===== src/xpd_pkg.sv =====
// Constants and types for the peripheral bus address decoder.
`default_nettype none
package xpd_pkg;
  localparam logic [31:0] XPD_SYSCFG_OFF   = 32'h0000_0000;
  localparam logic [31:0] XPD_PER_EN_OFF   = 32'h0000_f024;
  localparam int          XPD_GLOBAL_BIT   = 2;
  localparam int          XPD_FIRST_CAN_MODULE_BIT     = 0;
  localparam int          XPD_SECOND_CAN_MODULE_BIT     = 1;
  localparam int          XPD_RAM1_BIT     = 2;
  localparam int          XPD_RAM2_BIT     = 3;
  localparam int          XPD_PER_EN_W     = 5;
  localparam logic [4:0]  XPD_PER_EN_RESET = 5'h05;
  localparam logic [23:0] XPD_RAM1_LO      = 24'h00e000;
  localparam logic [23:0] XPD_RAM1_HI      = 24'h00e7ff;
  localparam logic [23:0] XPD_RAM2_LO      = 24'h00c000;
  localparam logic [23:0] XPD_RAM2_HI      = 24'h00dfff;
  localparam logic [23:0] XPD_FIRST_CAN_MODULE_LO      = 24'h00ef00;
  localparam logic [23:0] XPD_FIRST_CAN_MODULE_HI      = 24'h00efff;
  localparam logic [23:0] XPD_SECOND_CAN_MODULE_LO      = 24'h00ee00;
  localparam logic [23:0] XPD_SECOND_CAN_MODULE_HI      = 24'h00eeff;
  localparam logic [23:0] XPD_SEG4_MASK    = 24'h0fffff;
  localparam int          XPD_CLK_PS       = 8000;
  localparam int          XPD_RAM_ACC_NS   = 50;
  localparam int          XPD_CAN_ACC_NS   = 100;
  localparam int          XPD_RAM_CYC      =
    (XPD_RAM_ACC_NS * 1000 + XPD_CLK_PS - 1) / XPD_CLK_PS;
  localparam int          XPD_CAN_CYC      =
    (XPD_CAN_ACC_NS * 1000 + XPD_CLK_PS - 1) / XPD_CLK_PS;
  localparam logic [3:0]  XPD_RAM_LOAD     = 4'(XPD_RAM_CYC - 1);
  localparam logic [3:0]  XPD_CAN_LOAD     = 4'(XPD_CAN_CYC - 1);
  localparam logic [1:0]  XPD_HTRANS_NSEQ  = 2'h2;
  localparam logic [1:0]  XPD_HTRANS_SEQ   = 2'h3;

  typedef enum logic [2:0] {
    XPD_TGT_NONE  = 3'b000,
    XPD_TGT_RAM1  = 3'b001,
    XPD_TGT_RAM2  = 3'b010,
    XPD_TGT_FIRST_CAN_MODULE  = 3'b011,
    XPD_TGT_SECOND_CAN_MODULE  = 3'b100,
    XPD_TGT_EXT   = 3'b101,
    XPD_TGT_BLOCK = 3'b110
  } xpd_tgt_t;

  typedef enum logic {
    XPD_ST_IDLE = 1'b0,
    XPD_ST_BUSY = 1'b1
  } xpd_state_t;
endpackage : xpd_pkg
`default_nettype wire


===== src/xpd_decoder.sv =====
// Peripheral bus address decoder with its enable registers.
//
// Design decision made here: the AHB-Lite register port.
`default_nettype none
module xpd_decoder
  import xpd_pkg::*;
(
  input  wire logic        hclk,
  input  wire logic        hresetn,
  input  wire logic        hsel,
  input  wire logic [31:0] haddr,
  input  wire logic [1:0]  htrans,
  input  wire logic        hwrite,
  input  wire logic [2:0]  hsize,
  input  wire logic        hready,
  input  wire logic [31:0] hwdata,
  output logic      [31:0] hrdata,
  output logic             hreadyout,
  output logic             hresp,
  input  wire logic        cpu_req,
  input  wire logic [23:0] cpu_addr,
  input  wire logic        cpu_write,
  input  wire logic        cpu_byte,
  input  wire logic        cpu_bitop,
  input  wire logic        cpu_stack,
  input  wire logic [15:0] cpu_wdata,
  output logic      [15:0] cpu_rdata,
  output logic             cpu_ready,
  output logic             cpu_err,
  output logic      [23:0] tgt_addr,
  output logic      [15:0] tgt_wdata,
  output logic             tgt_write,
  output logic             tgt_byte,
  output logic             ram1_sel,
  output logic             ram2_sel,
  output logic             first_can_module_sel,
  output logic             second_can_module_sel,
  output logic             ext_sel,
  input  wire logic [15:0] ram_rdata,
  input  wire logic [15:0] can_rdata,
  input  wire logic [15:0] ext_rdata,
  input  wire logic        ext_ready,
  output logic             first_can_module_pins_owned,
  output logic             second_can_module_pins_owned,
  output logic             ext_seg_four,
  output logic             rtc_unit_enable
);

  logic [4:0]  per_en_reg, per_en_next;
  logic        glob_reg, glob_next;
  logic        wr_pend_reg, wr_pend_next;
  logic [31:0] wr_addr_reg, wr_addr_next;
  logic [31:0] hrdata_reg, hrdata_next;
  logic        hready_reg, hresp_reg;
  logic        addr_ok;

  // Register bus: zero wait states, always OKAY.
  assign addr_ok = hsel && hready &&
                   (htrans == XPD_HTRANS_NSEQ || htrans == XPD_HTRANS_SEQ);
  always_comb begin
    per_en_next  = per_en_reg;
    glob_next    = glob_reg;
    wr_pend_next = addr_ok && hwrite;
    wr_addr_next = haddr;
    hrdata_next  = hrdata_reg;
    if (wr_pend_reg && wr_addr_reg == XPD_SYSCFG_OFF) begin
      glob_next = hwdata[XPD_GLOBAL_BIT];
    end
    if (wr_pend_reg && wr_addr_reg == XPD_PER_EN_OFF && !glob_reg) begin
      per_en_next = hwdata[XPD_PER_EN_W-1:0];
    end
    if (addr_ok && !hwrite) begin
      hrdata_next = 32'h0000_0000;
      if (haddr == XPD_PER_EN_OFF) begin
        hrdata_next[XPD_PER_EN_W-1:0] = per_en_reg;
      end else if (haddr == XPD_SYSCFG_OFF) begin
        hrdata_next[XPD_GLOBAL_BIT] = glob_reg;
      end
    end
  end
  always_ff @(posedge hclk or negedge hresetn) begin
    if (!hresetn) begin
      per_en_reg  <= XPD_PER_EN_RESET;
      glob_reg    <= 1'b0;
      wr_pend_reg <= 1'b0;
      wr_addr_reg <= 32'h0000_0000;
      hrdata_reg  <= 32'h0000_0000;
      hready_reg  <= 1'b0;
      hresp_reg   <= 1'b0;
    end else begin
      per_en_reg  <= per_en_next;
      glob_reg    <= glob_next;
      wr_pend_reg <= wr_pend_next;
      wr_addr_reg <= wr_addr_next;
      hrdata_reg  <= hrdata_next;
      hready_reg  <= 1'b1;
      hresp_reg   <= 1'b0;
    end
  end

  assign hrdata    = hrdata_reg;
  assign hreadyout = hready_reg;
  assign hresp     = hresp_reg;
  logic first_can_module_on, second_can_module_on, ram1_on, ram2_on, can_use;
  assign first_can_module_on = glob_reg && per_en_reg[XPD_FIRST_CAN_MODULE_BIT];
  assign second_can_module_on = glob_reg && per_en_reg[XPD_SECOND_CAN_MODULE_BIT];
  assign ram1_on = glob_reg && per_en_reg[XPD_RAM1_BIT];
  assign ram2_on = glob_reg && per_en_reg[XPD_RAM2_BIT];
  assign can_use = first_can_module_on || second_can_module_on;
  function automatic logic in_rng(input logic [23:0] a,
                                  input logic [23:0] lo,
                                  input logic [23:0] hi);
    in_rng = (a >= lo) && (a <= hi);
  endfunction : in_rng
  xpd_tgt_t dec;
  always_comb begin
    dec = XPD_TGT_EXT;
    if (in_rng(cpu_addr, XPD_RAM1_LO, XPD_RAM1_HI) && ram1_on) begin
      dec = XPD_TGT_RAM1;
    end else if (in_rng(cpu_addr, XPD_RAM2_LO, XPD_RAM2_HI) && ram2_on) begin
      dec = XPD_TGT_RAM2;
    end else if (in_rng(cpu_addr, XPD_FIRST_CAN_MODULE_LO, XPD_FIRST_CAN_MODULE_HI)) begin
      dec = first_can_module_on ? XPD_TGT_FIRST_CAN_MODULE : (second_can_module_on ? XPD_TGT_BLOCK : XPD_TGT_EXT);
    end else if (in_rng(cpu_addr, XPD_SECOND_CAN_MODULE_LO, XPD_SECOND_CAN_MODULE_HI)) begin
      dec = second_can_module_on ? XPD_TGT_SECOND_CAN_MODULE : (first_can_module_on ? XPD_TGT_BLOCK : XPD_TGT_EXT);
    end
    // no bit access or stack in RAM.
    if ((dec == XPD_TGT_RAM1 || dec == XPD_TGT_RAM2) &&
        (cpu_bitop || cpu_stack)) begin
      dec = XPD_TGT_BLOCK;
    end
  end
  xpd_state_t  st_reg, st_next;
  xpd_tgt_t    tgt_reg, tgt_next;
  logic [3:0]  cnt_reg, cnt_next;
  logic [23:0] addr_reg, addr_next;
  logic [15:0] wdat_reg, wdat_next, rdat_reg, rdat_next;
  logic        wr_reg, wr_next, byte_reg, byte_next;
  logic        rdy_reg, rdy_next, err_reg, err_next;
  logic        seg4_reg;
  always_comb begin
    st_next   = st_reg;
    tgt_next  = tgt_reg;
    cnt_next  = cnt_reg;
    addr_next = addr_reg;
    wdat_next = wdat_reg;
    wr_next   = wr_reg;
    byte_next = byte_reg;
    rdat_next = rdat_reg;
    rdy_next  = 1'b0;
    err_next  = 1'b0;
    case (st_reg)
      XPD_ST_IDLE: begin
        // Not taken on the ready edge, so a held request runs once.
        if (cpu_req && !rdy_reg) begin
          byte_next = cpu_byte;
          wr_next   = cpu_write;
          wdat_next = cpu_wdata;
          // four segment lines while CAN in use.
          addr_next = can_use ? (cpu_addr & XPD_SEG4_MASK) : cpu_addr;
          case (dec)
            XPD_TGT_BLOCK: begin
              rdy_next = 1'b1;
              err_next = 1'b1;
            end
            XPD_TGT_RAM1, XPD_TGT_RAM2, XPD_TGT_FIRST_CAN_MODULE, XPD_TGT_SECOND_CAN_MODULE: begin
              tgt_next = dec;
              cnt_next = (dec == XPD_TGT_RAM1 || dec == XPD_TGT_RAM2)
                         ? XPD_RAM_LOAD : XPD_CAN_LOAD;
              st_next  = XPD_ST_BUSY;
            end
            default: begin
              tgt_next = XPD_TGT_EXT;
              st_next  = XPD_ST_BUSY;
            end
          endcase
        end
      end
      XPD_ST_BUSY: begin
        if (tgt_reg == XPD_TGT_EXT) begin
          if (ext_ready) begin
            rdat_next = ext_rdata;
            rdy_next  = 1'b1;
            tgt_next  = XPD_TGT_NONE;
            st_next   = XPD_ST_IDLE;
          end
        end else if (cnt_reg == 4'h0) begin
          rdat_next = (tgt_reg == XPD_TGT_RAM1 || tgt_reg == XPD_TGT_RAM2)
                      ? ram_rdata : can_rdata;
          rdy_next  = 1'b1;
          tgt_next  = XPD_TGT_NONE;
          st_next   = XPD_ST_IDLE;
        end else begin
          cnt_next = cnt_reg - 4'h1;
        end
      end
      default: begin
        st_next  = XPD_ST_IDLE;
        tgt_next = XPD_TGT_NONE;
      end
    endcase
  end

  always_ff @(posedge hclk or negedge hresetn) begin
    if (!hresetn) begin
      st_reg   <= XPD_ST_IDLE;
      tgt_reg  <= XPD_TGT_NONE;
      cnt_reg  <= 4'h0;
      addr_reg <= 24'h000000;
      wdat_reg <= 16'h0000;
      rdat_reg <= 16'h0000;
      wr_reg   <= 1'b0;
      byte_reg <= 1'b0;
      rdy_reg  <= 1'b0;
      err_reg  <= 1'b0;
      seg4_reg <= 1'b0;
    end else begin
      st_reg   <= st_next;
      tgt_reg  <= tgt_next;
      cnt_reg  <= cnt_next;
      addr_reg <= addr_next;
      wdat_reg <= wdat_next;
      rdat_reg <= rdat_next;
      wr_reg   <= wr_next;
      byte_reg <= byte_next;
      rdy_reg  <= rdy_next;
      err_reg  <= err_next;
      seg4_reg <= can_use;
    end
  end
  // at most one target select from the registered target.
  assign ram1_sel  = (tgt_reg == XPD_TGT_RAM1);
  assign ram2_sel  = (tgt_reg == XPD_TGT_RAM2);
  assign first_can_module_sel  = (tgt_reg == XPD_TGT_FIRST_CAN_MODULE);
  assign second_can_module_sel  = (tgt_reg == XPD_TGT_SECOND_CAN_MODULE);
  assign ext_sel   = (tgt_reg == XPD_TGT_EXT);
  assign tgt_addr  = addr_reg;
  assign tgt_wdata = wdat_reg;
  assign tgt_write = wr_reg;
  assign tgt_byte  = byte_reg;
  assign cpu_rdata = rdat_reg;
  assign cpu_ready = rdy_reg;
  assign cpu_err   = err_reg;
  assign ext_seg_four    = seg4_reg;
  // pins owned only by an enabled CAN module.
  assign first_can_module_pins_owned = per_en_reg[XPD_FIRST_CAN_MODULE_BIT] && glob_reg;
  assign second_can_module_pins_owned = per_en_reg[XPD_SECOND_CAN_MODULE_BIT] && glob_reg;
  assign rtc_unit_enable = per_en_reg[XPD_PER_EN_W-1];
endmodule : xpd_decoder
`default_nettype wire


===== config.mk =====
export PLATFORM = sky130hd
export DESIGN_NAME = xpd_decoder
export DESIGN_NICKNAME = d
export VERILOG_FILES = /design/src/xpd_pkg.sv /design/src/xpd_decoder.sv
export SDC_FILE = /design/constraint.sdc
export NUM_CORES = 1
export LEC_CHECK = 0
export ABC_CLOCK_PERIOD_IN_PS = 2300
export BUFFER_PORTS_ARGS = -buffer_cell sky130_fd_sc_hd__buf_2
export CELL_PAD_IN_SITES_DETAIL_PLACEMENT = 0
export CELL_PAD_IN_SITES_GLOBAL_PLACEMENT = 2
export CORE_MARGIN = 2
export CORE_UTILIZATION = 25
export DETAILED_ROUTE_END_ITERATION = 8
export GPL_ROUTABILITY_DRIVEN = 0
export PLACE_DENSITY = 0.9
export REMOVE_ABC_BUFFERS = 1
export SYNTH_ARGS = -nofsm -noshare
export SYNTH_HDL_FRONTEND = slang
export SYNTH_SLANG_ARGS = --single-unit

===== constraint.sdc =====
create_clock -name hclk -period 2.3 [get_ports hclk]
set_clock_uncertainty 0.15 [all_clocks]
set_input_delay 0.115 -clock hclk [delete_from_list [all_inputs] [get_ports hclk]]
set_output_delay 0.115 -clock hclk [all_outputs]
set_load 0.01 [all_outputs]

Yosys cells after proc, flatten, opt, wreduce, memory -nomap -nowiden --
Cells that the tools add are included. W data, S select, Z words.
Cells by class: add/sub/neg operators 1, order comparisons 8, equal/unequal tests 24, multiplexer cells 43, bitwise gates (word level) 1, reduce and logical (&&, ||, !) cells 37
Operator list (number):
- $ge A24 B16 Y1 const B | 4
- $le A24 B16 Y1 const B | 4
- $eq A32 B16 Y1 const B | 2
- $logic_not A32 Y1 | 2
- $mux W16 | 4
- $mux W3 | 9
- $mux W24 | 1
- $mux W4 | 5
- $logic_and A1 B1 Y1 | 19
- $eq A3 B2 Y1 const B | 5
- $mux W1 | 13
- $eq A3 B3 Y1 const B | 4
- $mux W2 | 6
- $pmux W3 S2 | 2
- $eq A3 B1 Y1 const B | 3
- $ne A2 B2 Y1 const B | 4
- $pmux W4 S2 | 1
- $reduce_and A4 Y1 | 2
- $logic_or A1 B1 Y1 | 6
- $eq A2 B2 Y1 const B | 2
- $logic_not A4 Y1 | 1
- $ne A2 B1 Y1 const B | 2
- $pmux W1 S2 | 2
- $reduce_or A4 Y1 | 1
- 8 further kinds | 10
Storage, ports and cells: register bits after elaboration 114, bits of input ports 168, output and inout port bits 103, logic and storage cells 131

Logic depth before layout (Yosys ltp) --
depth in word-level cells 17, gate-level depth with buffers 8, gate-level depth less buffers 7

Least setup slack after synthesis --
OpenSTA, ideal clock, no wires.
path type reg-to-reg, from register cnt_reg[0], to register rdat_reg[6] (netlist: cpu_rdata[6]), library setup time 0.064 ns, data arrival time 1.777 ns, data required time 2.086 ns, path slack 0.308 ns, stages on the path, launching flop included 9, path buffers 1, clock period less this slack 1.992 ns, cells stage by stage dfrtp_1 inv_1 ha_1 or3b_1 mux2i_1 nand2_1 clkbuf_1 a211oi_1 a21o_1
On the way: cells in the longest elaborated chain, start to end 3
Ends and longest elaborated chain:
- start: declaration | RTL line xpd_decoder.sv:135 | logic [3:0] cnt_reg, cnt_next;
- start signal: assignment | RTL line xpd_decoder.sv:220 | cnt_reg <= cnt_next;
- $logic_not A4 Y1 | RTL line xpd_decoder.sv:187 | end else if (cnt_reg == 4'h0) begin
- $reduce_bool A2 Y1 (no line)
- $reduce_and A3 Y1 (no line)
- end signal: assignment | RTL line xpd_decoder.sv:223 | rdat_reg <= rdat_next;
- end: declaration | RTL line xpd_decoder.sv:137 | logic [15:0] wdat_reg, wdat_next, rdat_reg, rdat_next;
Every way passes these cells. A chain may end at the register's enable or synchronous reset.

Final worst setup path --
from input port cpu_addr[19], to register st_reg
On the way: cells in the longest elaborated chain, start to end 14, elaborated cells on any way between the ends 27, classes of those cells order compare: 8; eq/ne: 3; mux: 8; reduce/logical: 8
Ends and longest elaborated chain:
- start: declaration | RTL line xpd_decoder.sv:21 | input wire logic [23:0] cpu_addr,
- $ge A24 B16 Y1 / $le A24 B16 Y1 (equally long branches) | RTL line xpd_decoder.sv:113 | in_rng = (a >= lo) && (a <= hi);
- $logic_and A1 B1 Y1 | RTL line xpd_decoder.sv:113
- $mux W2 | RTL line xpd_decoder.sv:124 | end else if (in_rng(cpu_addr, XPD_SECOND_CAN_MODULE_LO, XPD_SECOND_CAN_MODULE_HI)) begin
- $mux W3 | RTL line xpd_decoder.sv:122 | end else if (in_rng(cpu_addr, XPD_FIRST_CAN_MODULE_LO, XPD_FIRST_CAN_MODULE_HI)) begin
- $mux W3 | RTL line xpd_decoder.sv:120 | end else if (in_rng(cpu_addr, XPD_RAM2_LO, XPD_RAM2_HI) && ram2_on) begin
- $mux W3 * | RTL line xpd_decoder.sv:118 | if (in_rng(cpu_addr, XPD_RAM1_LO, XPD_RAM1_HI) && ram1_on) begin
- $eq A3 B1 Y1 / $eq A3 B2 Y1 (equally long branches) | RTL line xpd_decoder.sv:128 | if ((dec == XPD_TGT_RAM1 || dec == XPD_TGT_RAM2) &&
- $logic_or A1 B1 Y1 | RTL line xpd_decoder.sv:128
- $logic_and A1 B1 Y1 | RTL line xpd_decoder.sv:128
- $mux W3 * | RTL line xpd_decoder.sv:128
- $eq A3 B3 Y1 * | RTL line xpd_decoder.sv:161 | case (dec)
- $mux W1 * | RTL line xpd_decoder.sv:161
- $mux W1 * | RTL line xpd_decoder.sv:155 | if (cpu_req && !rdy_reg) begin
- $pmux W1 S2 * | RTL line xpd_decoder.sv:152 | case (st_reg)
- net st_next | RTL line xpd_decoder.sv:133 | xpd_state_t st_reg, st_next;
- end signal: assignment | RTL line xpd_decoder.sv:218 | st_reg <= st_next;
- end: declaration | RTL line xpd_decoder.sv:133
The timed path passes the listed nets; every way through them passes the cells marked *.

==> flow_metrics.env <==
export IMPL_status="finished, violations left"
export IMPL_violations="hold timing"
export IMPL_drv_slew=0
export IMPL_cts_sinks=114
export IMPL_drc=0
export IMPL_setup_violations_final=0
export IMPL_die_h_um=145
export IMPL_layout_drive_gt1_share=0.337
export IMPL_netlist_area_leader_share=0.566
export IMPL_grt_max_degree=43
export IMPL_synth_edff_count=0
export IMPL_regToRegSetupSlack_ns=0.20
export IMPL_antenna_found_initial=0
export IMPL_core_area_sq_um=19500
export IMPL_worstPathRequired_ns=2.45
export IMPL_endpoint="st_reg"
export IMPL_path_max_fanout=5
export IMPL_holdCritPathClass="in -> reg"
export IMPL_synth_top_family_by_area="simple AND/OR/NAND/NOR gates"
export IMPL_wl_per_cell_um=13.5
export IMPL_syn_area_per_cell_sq_um=10.6
export IMPL_synth_compound_area_frac=0.0925
export IMPL_grt_setup_unrepaired="false"
export IMPL_cts_buffer_depth=2
export IMPL_period_share=0.954
export IMPL_p_leak_nw=4.16
export IMPL_reg2reg_depth=8
export IMPL_synthAdderAreaFrac=0.00253
export IMPL_fin_area_sq_um=7970
export IMPL_vias=4485
export IMPL_grt_pass1_vias=4677
export IMPL_layout_nets=964
export IMPL_startpoint="cpu_addr[19]"
export IMPL_cts_tree="done"
export IMPL_die_area_sq_um=20900
export IMPL_grt_overflow=0
export IMPL_max_cap_violations=0
export IMPL_first_pass_iters=4
export IMPL_cp_cell_sequence="dlygate4sd3_1, buf_2, or4_4, nor4_4, nor3b_4, a311oi_4, o21bai_1"
export IMPL_crit_type="in -> reg"
export IMPL_clk_pin_slew_worst_paths_ns=0.05
export IMPL_synthXorXnorAreaFrac=0
export IMPL_hold_viol=1
export IMPL_rr_endpoint="cpu_rdata[8]"
export IMPL_yosysTopAreaCell="dfrtp_1"
export IMPL_total_power_mw=8.37
export IMPL_dp_hpwl_um=9780
export IMPL_core_rowCount=51
export IMPL_syn2layout_area_growth_pct=61.1
export IMPL_muxShareOfSynthArea=0.0604
export IMPL_worst_r2r_startpoint="cnt_reg[0]"
export IMPL_start_kind="input port"
export IMPL_grt_use_met1=0.166
export IMPL_grt_util_met2=0.255
export IMPL_slew_headroom=0.646
export IMPL_synth_top_flop_cell="dfrtp_1"
export IMPL_arrival_ns=2.34
export IMPL_synthCells=466
export IMPL_floorplan_initialDensity=0.254
export IMPL_clkLatencyLatePin_ns=0.41
export IMPL_ys_warn_count=0
export IMPL_ys_seq_area_frac=0.577
export IMPL_die_w_um=145
export IMPL_ys_top_cells_by_area="dfrtp_1 (57%), nand2_1 (9.2%), mux2i_1 (4.4%)"
export IMPL_numCtsBuffers=17
export IMPL_drt_iter0_drc=138
export IMPL_wirelength_um=14500
export IMPL_ant_nets=0
export IMPL_hold_ws_ns=-0.0104
export IMPL_drt_vias_per_instance=4.18
export IMPL_largest_reg_flops=32
export IMPL_tightest_slew_ns=0.531
export IMPL_grt_busiest_layer="met2"
export IMPL_fmax_mhz=456
export IMPL_ir_drop_uv=528
export IMPL_ios=271
export IMPL_p_per_area_nw_per_um2=1050
export IMPL_max_stage_delay_ns=0.55
export IMPL_yosysMostFrequentCell="nand2_1"
export IMPL_postPlaceCellArea_sq_um=6300
export IMPL_synth_seq_cells=114
export IMPL_htree_levels=4
export IMPL_nFillCells=1907
export IMPL_yosys_area_share_simple=0.205
export IMPL_num_antenna_cells=0
export IMPL_met3_usage=0.0434
export IMPL_yosysUniqueCellTypes=53
export IMPL_min_period_ns=2.20
export IMPL_synth_area_sq_um=4950
export IMPL_io_buffers=211
export IMPL_synth_common_cells="nand2_1 (122), dfrtp_1 (112), buf_4 (28)"
export IMPL_cts_root_buf="clkbuf_16"
export IMPL_grt_pass1_wl_um=23200
export IMPL_cp_slowest_cell="dlygate4sd3_1"
export IMPL_grt_use_total=0.144
export IMPL_critPathCaptureType="flop"
export IMPL_synthArstFlopShare=1.00
==> logic make-up after synthesis <==
group,Yosys count
other cells,2
compound gates,59
fa+ha+maj,1
flops,114
simple gates,209
mux,29
buf+inv,52
==> layout make-up <==
type / instances / area (sq um) / share of cell area
multi-input cells: 327 / 1920 / 0.240
inverters: 7 / 26.3 / 0.00330
repair buffers: 328 / 2250 / 0.282
clock inverters: 13 / 163 / 0.0204
clock buffers: 18 / 429 / 0.0538
flip-flops and latches: 114 / 2860 / 0.358
well taps: 265 / 332 / 0.0416
==> per-layer routing <==
layer	wire length, um	vias up
met5	0	-
met2	7620	140
met3	828	18
met1	5870	2109
met4	177	0
li1	-	2218
==> stage by stage <==
| step | util | hold slack (ns) | std cells | worst slack (ns) | TNS [ns] |
|---|---|---|---|---|---|
| global route | 0.410 | 0.00372 | 1072 | 0.00270 | 0 |
| global placement | 0.324 | -0.0176 | 935 | 0.196 | 0 |
| finish | 0.410 | -0.0104 | 1072 | 0.105 | 0 |
| floorplan | - | -0.331 | 448 | -0.373 | -7.14 |
| CTS | 0.408 | 0.000823 | 1071 | 0.0656 | 0 |
| detailed placement | 0.324 | -0.0178 | 935 | 0.193 | 0 |
==> placed cells by master (no fill, tap or decap), types with 3 or more instances in the layout <==
cell type and count:
buf_2 210, buf_4 9, o21ai_1 3, nand3_1 10, a211oi_1 17, dfrtp_1 112, nand2_1 122, a22o_1 8
a21o_1 16, conb_1 29, clkinv_2 3, clkinvlp_4 3, bufinv_16 3, clkbuf_16 17, clkinv_4 3, a31oi_1 3
mux2i_1 22, mux2_1 5, nor3_1 3, nor2_1 26, buf_12 4, nand4_1 4, and2_1 3, dlygate4sd3_1 104
nor3b_1 3, nor4_1 13, inv_1 7
==> power breakdown <==
| part | total, mW | switching (mW) | internal, mW |
|---|---|---|---|
| Sequential | 2.91 | 0.310 | 2.60 |
| Clock | 2.66 | 0.963 | 1.70 |
| Combinational | 2.80 | 1.54 | 1.27 |
==> worst min-delay path by stage <==
| stage | startpoint | to | slack [ns] | cells past startpoint |
|---|---|---|---|---|
| finish | cpu_addr[21] | tgt_addr[21] | -0.01 | 3 |
| global route | cpu_addr[21] | tgt_addr[21] | 0.004 | 3 |
| detailed placement | hresetn | wr_addr_reg[30] | -0.02 | 1 |
| floorplan | hresetn | cnt_reg[0] | -0.33 | 0 |
| CTS | ram_rdata[2] | cpu_rdata[2] | 0.0008 | 4 |
| global placement | hresetn | wr_addr_reg[6] | -0.02 | 1 |
==> worst max-delay path: cells and delay by family <==
family | cells | cell delay (ns)
buf+inv | 2 | 0.68
compound gates | 2 | 0.27
simple gates | 3 | 1.27
==> repair_timing <==
action / in CTS / in global routing
endpoints found under the hold margin: 215 / 0
gates resized for setup: 0 / 3
setup buffers: 0 / 1
setup endpoints to repair: 0 / 4
hold buffers: 105 / 0
No activity file was read; power rests on OpenSTA's default activity.
